File: src/verilog/dswake_regs.svh
`ifndef DSWAKE_REGS_SVH
`define DSWAKE_REGS_SVH
// Register byte offsets
`define DSWAKE_FLAGS_OFS     8'h00
`define DSWAKE_ENABLES_OFS   8'h04
`define DSWAKE_POLARITY_OFS  8'h08
`define DSWAKE_IRQ_STAT_OFS  8'h0c
`define DSWAKE_IRQ_CLR_OFS   8'h10
`define DSWAKE_IRQ_EN_OFS    8'h14
// Field positions
`define DSWAKE_RTC_BIT       0
`define DSWAKE_LVD_BIT       1
`define DSWAKE_PIN_LSB       2
`define DSWAKE_PIN_MSB       7
`define DSWAKE_CEC0_BIT      8
`define DSWAKE_CEC1_BIT      9
// Writable enable bits: 9:8, 7:3, 1:0
`define DSWAKE_EN_MASK       16'h03fb
`define DSWAKE_FLAG_MASK     16'h03ff
// Reset values
`define DSWAKE_FLAGS_RST     16'h0000
`define DSWAKE_ENABLES_RST   16'h0000
`define DSWAKE_POLARITY_RST  5'h00
`define DSWAKE_IRQ_RST       2'h0
// Voltage level code at which a low-voltage reset clears the flags
`define DSWAKE_LVL_CLEAR     4'h1
`endif

File: src/verilog/dswake_pkg.sv
package dswake_pkg;
   typedef logic [15:0] dswake_word_t;
   typedef enum logic [1:0]
   {
      DSWAKE_RUN     = 2'b00,
      DSWAKE_STANDBY = 2'b01,
      DSWAKE_WAKING  = 2'b10
   } dswake_state_e;
endpackage : dswake_pkg

File: src/verilog/dswake_top.sv
// The register addresses and the plain strobed port were decided locally.
`timescale 1ns/1ps
`include "dswake_regs.svh"

// Register map, byte offsets
//   0x00  wake cause flags, a read returns them and clears them
//   0x04  wake source enables
//   0x08  wake pin polarity, bits 4:0 for pins 5:1, one = high level
//   0x0c  interrupt status, read only
//   0x10  interrupt clear, write ones to clear
//   0x14  interrupt enable
//   other offsets read zero and ignore writes
//
// Flag and enable layout
//   bit 0       RTC interrupt
//   bit 1       low-voltage interrupt
//   bits 7:2    wake pins 5:0 (enable bit 2 reserved, pin 0 always on)
//   bits 9:8    remote receive channels 1:0
//   bits 15:10  reserved, read zero
//
// Interrupt status layout
//   bit 0       a wake hit ended standby
//   bit 1       flags were read while any was set
//
// Wake walk
//   standby_enter in run moves to standby at the next edge
//   an enabled, active source in standby sets its flag at the next edge,
//   pulses wake_req and drops in_standby; run follows one cycle later
//   flags are never set outside standby, so software must read them
//   clear before it enters standby again
//   the standby transition reset input is kept for the pin-out only:
//   nothing in this block is cleared by it

module dswake_top
   import dswake_pkg::*;
#(
   parameter int NPINS = 6
)
(
   // Clock, reset, enable
   input  wire logic              clk_sys,
   input  wire logic              rst_n,
   input  wire logic              clk_en,
   // Extra reset sources
   input  wire logic              lvd_reset,
   input  wire logic [3:0]        voltage_level_select,
   input  wire logic              lvl_gated_variant,
   input  wire logic              standby_reset,
   // Power mode control
   input  wire logic              standby_enter,
   // Wake sources
   input  wire logic [NPINS-1:0]  wake_pin_n,
   input  wire logic              lvd_irq,
   input  wire logic              rtc_irq,
   input  wire logic              cec_ch0_irq,
   input  wire logic              cec_ch1_irq,
   // Register port
   input  wire logic [7:0]        reg_addr,
   input  wire logic [15:0]       reg_wdata,
   input  wire logic              reg_wr,
   input  wire logic              reg_rd,
   output logic      [15:0]       reg_rdata,
   // Status
   output logic                   in_standby,
   output logic                   wake_req,
   output logic                   irq
);

   ////////////////////////////////////////////////////////////////////////////
   dswake_state_e state_q;
   dswake_word_t  flags_q;
   dswake_word_t  enables_q;
   logic [4:0]    polarity_q;
   logic [1:0]    irq_stat_q;
   logic [1:0]    irq_en_q;
   dswake_word_t  src_active;
   dswake_word_t  src_allowed;
   dswake_word_t  hits;
   logic          flags_clear;
   logic          flags_rd;
   dswake_state_e state_d;
   dswake_word_t  flags_d;
   dswake_word_t  rdata_d;
   logic [1:0]    irq_stat_d;
   logic [1:0]    irq_events;
   logic          wr_enables;
   logic          wr_polarity;
   logic          wr_irq_clr;
   logic          wr_irq_en;

   assign flags_rd    = reg_rd && (reg_addr == `DSWAKE_FLAGS_OFS);
   assign flags_clear = lvd_reset &&
                        (!lvl_gated_variant || voltage_level_select == `DSWAKE_LVL_CLEAR);

   // Write strobes, one per writable register
   assign wr_enables  = reg_wr && (reg_addr == `DSWAKE_ENABLES_OFS);
   assign wr_polarity = reg_wr && (reg_addr == `DSWAKE_POLARITY_OFS);
   assign wr_irq_clr  = reg_wr && (reg_addr == `DSWAKE_IRQ_CLR_OFS);
   assign wr_irq_en   = reg_wr && (reg_addr == `DSWAKE_IRQ_EN_OFS);

   ////////////////////////////////////////////////////////////////////////////
   // Source request levels
   genvar gi;
   generate
      for (gi = 0; gi < NPINS; gi++)
      begin : g_pin
         if (gi == 0)
         begin : g_zero
            assign src_active[`DSWAKE_PIN_LSB]  = !wake_pin_n[0];
            assign src_allowed[`DSWAKE_PIN_LSB] = 1'b1;
         end
         else
         begin : g_n
            assign src_active[`DSWAKE_PIN_LSB+gi]  = wake_pin_n[gi] == polarity_q[gi-1];
            assign src_allowed[`DSWAKE_PIN_LSB+gi] = enables_q[`DSWAKE_PIN_LSB+gi];
         end
      end
   endgenerate

   assign src_active[`DSWAKE_RTC_BIT]   = rtc_irq;
   assign src_active[`DSWAKE_LVD_BIT]   = lvd_irq;
   assign src_active[`DSWAKE_CEC0_BIT]  = cec_ch0_irq;
   assign src_active[`DSWAKE_CEC1_BIT]  = cec_ch1_irq;
   assign src_active[15:10]             = 6'h00;
   assign src_allowed[`DSWAKE_RTC_BIT]  = enables_q[`DSWAKE_RTC_BIT];
   assign src_allowed[`DSWAKE_LVD_BIT]  = enables_q[`DSWAKE_LVD_BIT];
   assign src_allowed[`DSWAKE_CEC0_BIT] = enables_q[`DSWAKE_CEC0_BIT];
   assign src_allowed[`DSWAKE_CEC1_BIT] = enables_q[`DSWAKE_CEC1_BIT];
   assign src_allowed[15:10]            = 6'h00;

   // Only enabled sources and pin 0 (always on) count, and only in standby
   assign hits = (state_q == DSWAKE_STANDBY) ?
                 (src_active & src_allowed & `DSWAKE_FLAG_MASK) : 16'h0000;

   ////////////////////////////////////////////////////////////////////////////
   // Power mode sequence
   always_comb
   begin
      state_d = state_q;
      unique case (state_q)
         DSWAKE_RUN:
         begin
            if (standby_enter)
               state_d = DSWAKE_STANDBY;
         end
         DSWAKE_STANDBY:
         begin
            if (|hits)
               state_d = DSWAKE_WAKING;
         end
         DSWAKE_WAKING:
         begin
            state_d = DSWAKE_RUN;
         end
         default:
         begin
            // Code 2'b11 is unused; recover to run
            state_d = DSWAKE_RUN;
         end
      endcase
   end

   always_ff @(posedge clk_sys or negedge rst_n)
   begin
      if (!rst_n)
         state_q <= DSWAKE_RUN;
      else if (clk_en)
         state_q <= state_d;
   end

   always_ff @(posedge clk_sys or negedge rst_n)
   begin
      if (!rst_n)
      begin
         in_standby <= 1'b0;
         wake_req   <= 1'b0;
      end
      else if (clk_en)
      begin
         in_standby <= (state_q == DSWAKE_STANDBY) && !(|hits);
         wake_req   <= |hits;
      end
   end

   ////////////////////////////////////////////////////////////////////////////
   // Wake cause flags: untouched by the standby transition reset.
   // A hit in the read cycle is kept, so a read never loses a wake cause.
   genvar fi;
   generate
      for (fi = 0; fi < 16; fi++)
      begin : g_flag
         assign flags_d[fi] = flags_clear ? 1'b0 :
                              flags_rd    ? hits[fi] :
                                            (flags_q[fi] | hits[fi]);
      end
   endgenerate

   always_ff @(posedge clk_sys or negedge rst_n)
   begin
      if (!rst_n)
         flags_q <= `DSWAKE_FLAGS_RST;
      else if (clk_en)
         flags_q <= flags_d;
   end

   // Enables and polarity also survive the standby transition reset
   always_ff @(posedge clk_sys or negedge rst_n)
   begin
      if (!rst_n)
      begin
         enables_q  <= `DSWAKE_ENABLES_RST;
         polarity_q <= `DSWAKE_POLARITY_RST;
      end
      else if (clk_en)
      begin
         if (wr_enables)
            enables_q <= reg_wdata & `DSWAKE_EN_MASK;
         if (wr_polarity)
            polarity_q <= reg_wdata[4:0];
      end
   end

   ////////////////////////////////////////////////////////////////////////////
   // Interrupts: bit0 wake event, bit1 flag read while set
   assign irq_events = {flags_rd && (|flags_q), |hits};

   // An event in the clear cycle wins over the clear
   genvar ii;
   generate
      for (ii = 0; ii < 2; ii++)
      begin : g_irq
         assign irq_stat_d[ii] = irq_events[ii] | (irq_stat_q[ii] & ~(wr_irq_clr & reg_wdata[ii]));
      end
   endgenerate

   always_ff @(posedge clk_sys or negedge rst_n)
   begin
      if (!rst_n)
         irq_stat_q <= `DSWAKE_IRQ_RST;
      else if (clk_en)
         irq_stat_q <= irq_stat_d;
   end

   always_ff @(posedge clk_sys or negedge rst_n)
   begin
      if (!rst_n)
         irq_en_q <= `DSWAKE_IRQ_RST;
      else if (clk_en && wr_irq_en)
         irq_en_q <= reg_wdata[1:0];
   end

   always_ff @(posedge clk_sys or negedge rst_n)
   begin
      if (!rst_n)
         irq <= 1'b0;
      else if (clk_en)
         irq <= |(irq_stat_q & irq_en_q);
   end

   ////////////////////////////////////////////////////////////////////////////
   // Read data select; zero whenever no read is strobed
   always_comb
   begin
      rdata_d = 16'h0000;
      if (reg_rd)
      begin
         unique case (reg_addr)
            `DSWAKE_FLAGS_OFS:    rdata_d = flags_q & `DSWAKE_FLAG_MASK;
            `DSWAKE_ENABLES_OFS:  rdata_d = enables_q & `DSWAKE_EN_MASK;
            `DSWAKE_POLARITY_OFS: rdata_d = {11'h000, polarity_q};
            `DSWAKE_IRQ_STAT_OFS: rdata_d = {14'h0000, irq_stat_q};
            `DSWAKE_IRQ_EN_OFS:   rdata_d = {14'h0000, irq_en_q};
            default:              rdata_d = 16'h0000;
         endcase
      end
   end

   // Read data, valid the cycle after the strobe
   always_ff @(posedge clk_sys or negedge rst_n)
   begin
      if (!rst_n)
         reg_rdata <= 16'h0000;
      else if (clk_en)
         reg_rdata <= rdata_d;
   end

endmodule : dswake_top

File: config.mk
export PLATFORM = sky130hd
export DESIGN_NAME = dswake_top
export DESIGN_NICKNAME = d
export VERILOG_FILES = /design/src/verilog/dswake_pkg.sv /design/src/verilog/dswake_top.sv
export VERILOG_INCLUDE_DIRS = /design/src /design/src/verilog
export SDC_FILE = /design/constraint.sdc
export NUM_CORES = 1
export LEC_CHECK = 0
export ABC_AREA = 1
export CAP_MARGIN = 20
export CORE_ASPECT_RATIO = 0.8
export CORE_MARGIN = 2
export CORE_UTILIZATION = 40
export CTS_CLUSTER_SIZE = 10
export DETAILED_ROUTE_END_ITERATION = 8
export DONT_BUFFER_PORTS = 1
export PLACE_DENSITY = 0.51
export SETUP_SLACK_MARGIN = 0.02
export SYNTH_ARGS = -nofsm -noshare
export SYNTH_HDL_FRONTEND = slang
export SYNTH_SLANG_ARGS = --single-unit
File: constraint.sdc
create_clock -name clk_sys -period 1.95 [get_ports clk_sys]
set_clock_uncertainty 0.1 [all_clocks]
set_input_delay 0.39 -clock clk_sys [delete_from_list [all_inputs] [get_ports clk_sys]]
set_output_delay 0.39 -clock clk_sys [all_outputs]
set_load 0.03 [all_outputs]
After elaboration in Yosys (flattened, before gate mapping)
Cells that the tools add are included.

Reductions and logical operators: 21. Shift-type cells: 0. Add/subtract/negate cells: 0. Bitwise logic cells: 26. Eq/ne operators: 14. Magnitude comparators: 0. Div/mod/pow operators: 0. Multipliers: 0. Mux-type cells: 38.

Operator list (number): 10-bit one-hot mux with 5 select lines (1); 1-bit two-way mux (32); 16-bit OR reduction (2); 10-bit two-way mux (2); 8-bit by 4-bit equality test with 1-bit output (second input constant) (2); 8-bit by 5-bit equality test with 1-bit output (second input constant) (2); 1-bit bitwise OR (12); 10-bit AND (1); 1-bit logical AND (9); 8-bit by 3-bit equality test with 1-bit output (second input constant) (1); 8-bit zero test (1); 1-bit bitwise OR (second input constant) (6); 1-bit equality test (5); 1-bit AND (4); 4-bit by 1-bit equality test with 1-bit output (second input constant) (1); 2-bit two-way mux (2); 2-bit != test (second input constant) (2); 2-bit one-hot mux with 2 select lines (1); 2-bit AND reduction (2); 1-bit zero test (3); 3-bit AND reduction (1); 2-bit AND (1); 2-bit by 1-bit equality test with 1-bit output (second input constant) (1); 2-bit zero test (1); 3 further kinds (4).

Memory bits (read-only): 0. Bits in registers: 55. Output and inout bits: 19. Memories: 0. Memory bits (writable): 0. Latch bits: 0.

Logic depth before layout (Yosys ltp)
Depth after elaboration: 6. Gate-level depth with buffers: 10.

Worst setup path before layout
No wires, ideal clock.

Kind: input -> register. Start point: in reg_addr[1]. End point: reg flags_q[0]. Arrival: 1.196 ns. Stages: 6. Path slack: 0.521 ns. Library setup time: 0.133 ns. Cells stage by stage: nor2_4 -> nand3_1 -> nor2_4 -> nand2_1 -> a21oi_4 -> o22ai_1.

Cells in the longest elaborated chain, start to end: 4.

RTL lines: start: declaration (line dswake_top.sv:58) `input wire logic [7:0] reg_addr,`; 8-bit zero test; 1-bit logical AND (line dswake_top.sv:91) `` assign flags_rd = reg_rd && (reg_addr == `DSWAKE_FLAGS_OFS); ``; 1-bit two-way mux (line dswake_top.sv:193) `flags_rd ? hits[fi] :`; 1-bit two-way mux (line dswake_top.sv:192) `assign flags_d[fi] = flags_clear ? 1'b0 :`; end signal: assignment (line dswake_top.sv:201) `` flags_q <= `DSWAKE_FLAGS_RST; ``; end signal: assignment (line dswake_top.sv:203) `flags_q <= flags_d;`; end: declaration (line dswake_top.sv:71) `dswake_word_t flags_q;`.

Every way passes these cells. A chain may end at the register's enable or synchronous reset.

Worst setup path in the final report
Start point: reg state_q[1]. End point: reg wake_req.

Cells in the longest elaborated chain, start to end: 3.

RTL lines: start: declaration (line dswake_top.sv:70) `dswake_state_e state_q;`; start signal: assignment (line dswake_top.sv:168) `state_q <= state_d;`; 2-bit by 1-bit equality test with 1-bit output (line dswake_top.sv:132) `assign hits = (state_q == DSWAKE_STANDBY) ?`; 10-bit two-way mux (line dswake_top.sv:132); 16-bit OR reduction (line dswake_top.sv:181) `wake_req <= |hits;`; end signal: assignment (line dswake_top.sv:181); end: declaration (line dswake_top.sv:65) `output logic wake_req,`.

Every way passes these cells.

==> impl_metrics.py <==
metrics = {
    "outcome": {
        "status": "finished, final reports clean",
    },
    "logic_synthesis": {
        "syn_inst": 304,
        "ys_ff_latch": 43,
        "postSynth.asyncResetShare_pct": 100,
        "synth-simple-area-share_pct": 30.3,
        "synth_area_leaders": "dfrtp_1 46%, nand2_1 16%, inv_1 6.3%, nand3_1 4.3%, o22ai_1 3.8%",
        "synth-seq-area-share_pct": 46.4,
        "synth_top_area_share_pct": 46.4,
        "synth_compound_area_share_pct": 12.6,
        "synth_cell_types": 29,
        "synth.mux.area_fraction_pct": 0,
        "synth_xor_area_share_pct": 0,
        "synth_edf_count": 0,
        "syn_avg_cell_area_um2": 7.63,
        "syn_area_mm2": 0.00232,
        "synth_commonest_cells": "99 x nand2_1, 43 x dfrtp_1, 39 x inv_1",
        "synth_ff_type": "dfrtp_1",
        "synthAdderAreaFrac_pct": 0,
        "synth_area_leader_cell": "dfrtp_1",
        "yosysMostFrequentCell": "nand2_1",
        "ys_warn_count": 0,
        "synth_top_family_by_area": "simple AND/OR/NAND/NOR gates",
    },
    "power_and_ir_drop": {
        "leakagePower_nw": 1.28,
        "seq_power_share_pct": 51.5,
        "sw_frac_of_total_pct": 33.9,
        "p_int_mw": 1.43,
        "clkPwrFrac_pct": 27.7,
        "cellPowerDensity_mw_per_mm2": 865,
        "p_switching_mw": 0.733,
        "irDropWorstVdd_mv": 0.363,
        "pwr-share-comb_pct": 20.8,
        "p_total_mw": 2.16,
    },
    "route": {
        "drtIter0Drc": 175,
        "ant_nets": 0,
        "wirelength_um": 5610,
        "avgViaCountPerCell": 4.81,
        "vias": 1860,
        "avgRoutedWirePerCell_um": 14.5,
        "detail_route.first_pass.iterations": 4,
        "drc": 0,
    },
    "place": {
        "gp_congestion": 0.789,
        "dp_hpwl_um": 4190,
        "dp.cells": 378,
        "port_buffers": 0,
    },
    "grt": {
        "grt_pass1_vias": 1855,
        "grt_use_total_pct": 19.0,
        "grt_max_degree": 44,
        "antenna_found_initial": 0,
        "grt_pass1_wl_um": 9230,
        "overflow": 0,
    },
    "floorplanning": {
        "io_pins": 66,
        "start_util_pct": 42.0,
        "rows": 24,
        "die_w_um": 89.1,
        "die_area_mm2": 0.00643,
        "fp.coreArea_mm2": 0.00553,
        "chipHeight_um": 72.1,
    },
    "sta": {
        "setup_violations": 0,
        "period_share_pct": 85.8,
        "fin_tns_setup_ns": 0,
        "rsz0062_at_grt": "false",
        "hold_violations": 0,
        "finalCriticalPeriod_ns": 1.67,
        "fmax_ghz": 0.598,
        "drv_slew": 0,
    },
    "layout": {
        "final_cells": 387,
        "syn_to_final_growth_pct": 7.61,
        "fillerInstances": 602,
        "register_area_mm2": 0.00108,
        "drive_gt1_share_pct": 11.3,
        "n_antenna_cell": 0,
        "multi_input_area_mm2": 0.00102,
        "final_net_count": 356,
    },
    "critical_path": {
        "worstSetupStartpointType": "flip-flop",
        "worstPathRequired_ns": 2.04,
        "arrival_ns": 1.76,
        "path_class": "flip-flop to flip-flop",
        "cp_max_fo": 8,
        "endpoint_kind": "flip-flop",
    },
    "cts": {
        "max-clock-path-buffers": 2,
        "insertion_delay_ns": 0.30,
        "cts_num_sinks": 43,
        "clk_pin_slew_ns": 0.08,
        "cts-root-buf": "clkbuf_8",
        "cts_buffers": 5,
        "cts_tree": "built",
        "htree_levels": 2,
    },
    "worst_hold_path": {
        "hold_class": "input pin to flip-flop",
    },
    "flow_run": {
        "drv_cap": 0,
    },
}
==> worst max-delay path: stages (launching register included) <==
cell and delay [ns]:
dfrtp_1 0.45, inv_2 0.05, nand2_2 0.17, nor2_1 0.06, nand2_1 0.11, nand2_1 0.06
nor2_1 0.08, nand3_1 0.20, nand3_1 0.21, nand2_1 0.07
==> through the flow <==
stage	util, %	setup WS [ns]	area (µm²)	hold slack [ns]
6_report	45.2	0.277	2490	0.123
3_5_place_dp	42.9	0.281	2370	-0.00456
4_1_cts	45.2	0.290	2490	0.118
3_3_place_gp	42.9	0.275	2370	-0.00415
2_1_floorplan	-	0.521	2340	-0.00559
5_1_grt	45.2	0.105	2490	0.137
==> cell families after synthesis <==
kind of cell,Yosys count
AND/OR/NAND/NOR,157
buffers and inverters,56
AO/OA/AOI/OAI,47
flip-flops,43
other,1
==> state kept, by name, indices dropped and copies added, names as in the netlist <==
name / cells
enables_q: 9
flags_q: 10
in_standby: 1
irq: 1
irq_en_q: 2
irq_stat_q: 2
polarity_q: 5
reg_rdata: 10
state_q: 2
wake_req: 1
==> routing by layer <==
| layer | part of all wire (%) | GRT usage (%) |
|---|---|---|
| met1 | 53 | 29.1 |
| met2 | 42 | 27.0 |
| met3 | 4.8 | 4.66 |
| met4 | 0.27 | 4.48 |
| met5 | 0 | 0 |
==> timing repair <==
item                                    CTS  global route
gates resized for setup                   0             0
buffers inserted                          0             0
endpoints found under the hold margin    43             0
hold buffers                              2             0
endpoints found under the setup margin    0             0
==> power by group through the flow <==
| stage | clock, mW | combinational [mW] | sequential (mW) |
|---|---|---|---|
| global placement | 0 | 0.419 | 1.12 |
| global route | 0.649 | 0.515 | 1.13 |
| CTS | 0.609 | 0.450 | 1.11 |
| detailed placement | 0 | 0.424 | 1.13 |
| floorplan | 0 | 0.351 | 1.11 |
| finish | 0.597 | 0.449 | 1.11 |
==> area by class of cell <==
| type | count | share of cell area, % |
|---|---|---|
| clock inverter | 1 | 0.201 |
| tap | 78 | 3.91 |
| timing repair buffer | 2 | 1.50 |
| clock buffer | 6 | 3.31 |
| inverter | 47 | 7.12 |
| sequential | 43 | 43.1 |
| multi-input combinational | 210 | 40.8 |
==> path summary, 6_finish.rpt <==
path	startpoint	end	slack, ns	cells after the start
hold reg to reg	enables_q[4]$_DFFE_PN0P_	enables_q[4]$_DFFE_PN0P_	0.40	2
setup reg to reg	state_q[1]$_DFFE_PN0P_	wake_req$_DFFE_PN0P_	0.28	9
max in group asynchronous	rst_n	polarity_q[1]$_DFFE_PN0P_	1.05	2
min in group asynchronous	rst_n	reg_rdata[8]$_DFFE_PN0P_	0.49	2
setup / recovery	state_q[1]$_DFFE_PN0P_	wake_req$_DFFE_PN0P_	0.28	9
hold / removal	reg_wdata[8]	enables_q[8]$_DFFE_PN0P_	0.12	2
==> placed cells by master, fill, tap and decap left out, types with 2 or more instances in the layout <==
cell type / instances
nand2_1: 99
dfrtp_1: 43
inv_1: 39
nor2_1: 20
nand3_1: 20
o22ai_1: 14
o21ai_1: 13
o21ai_0: 9
inv_2: 7
conb_1: 6
clkbuf_8: 6
nor2_4: 4
a21oi_1: 4
a21oi_2: 4
nand3b_1: 2
nor2_2: 2
nand3_2: 2
a21oi_4: 2
clkinv_2: 2
nand2_4: 2
nand4_1: 2
Power figures use the tool's default switching activity.
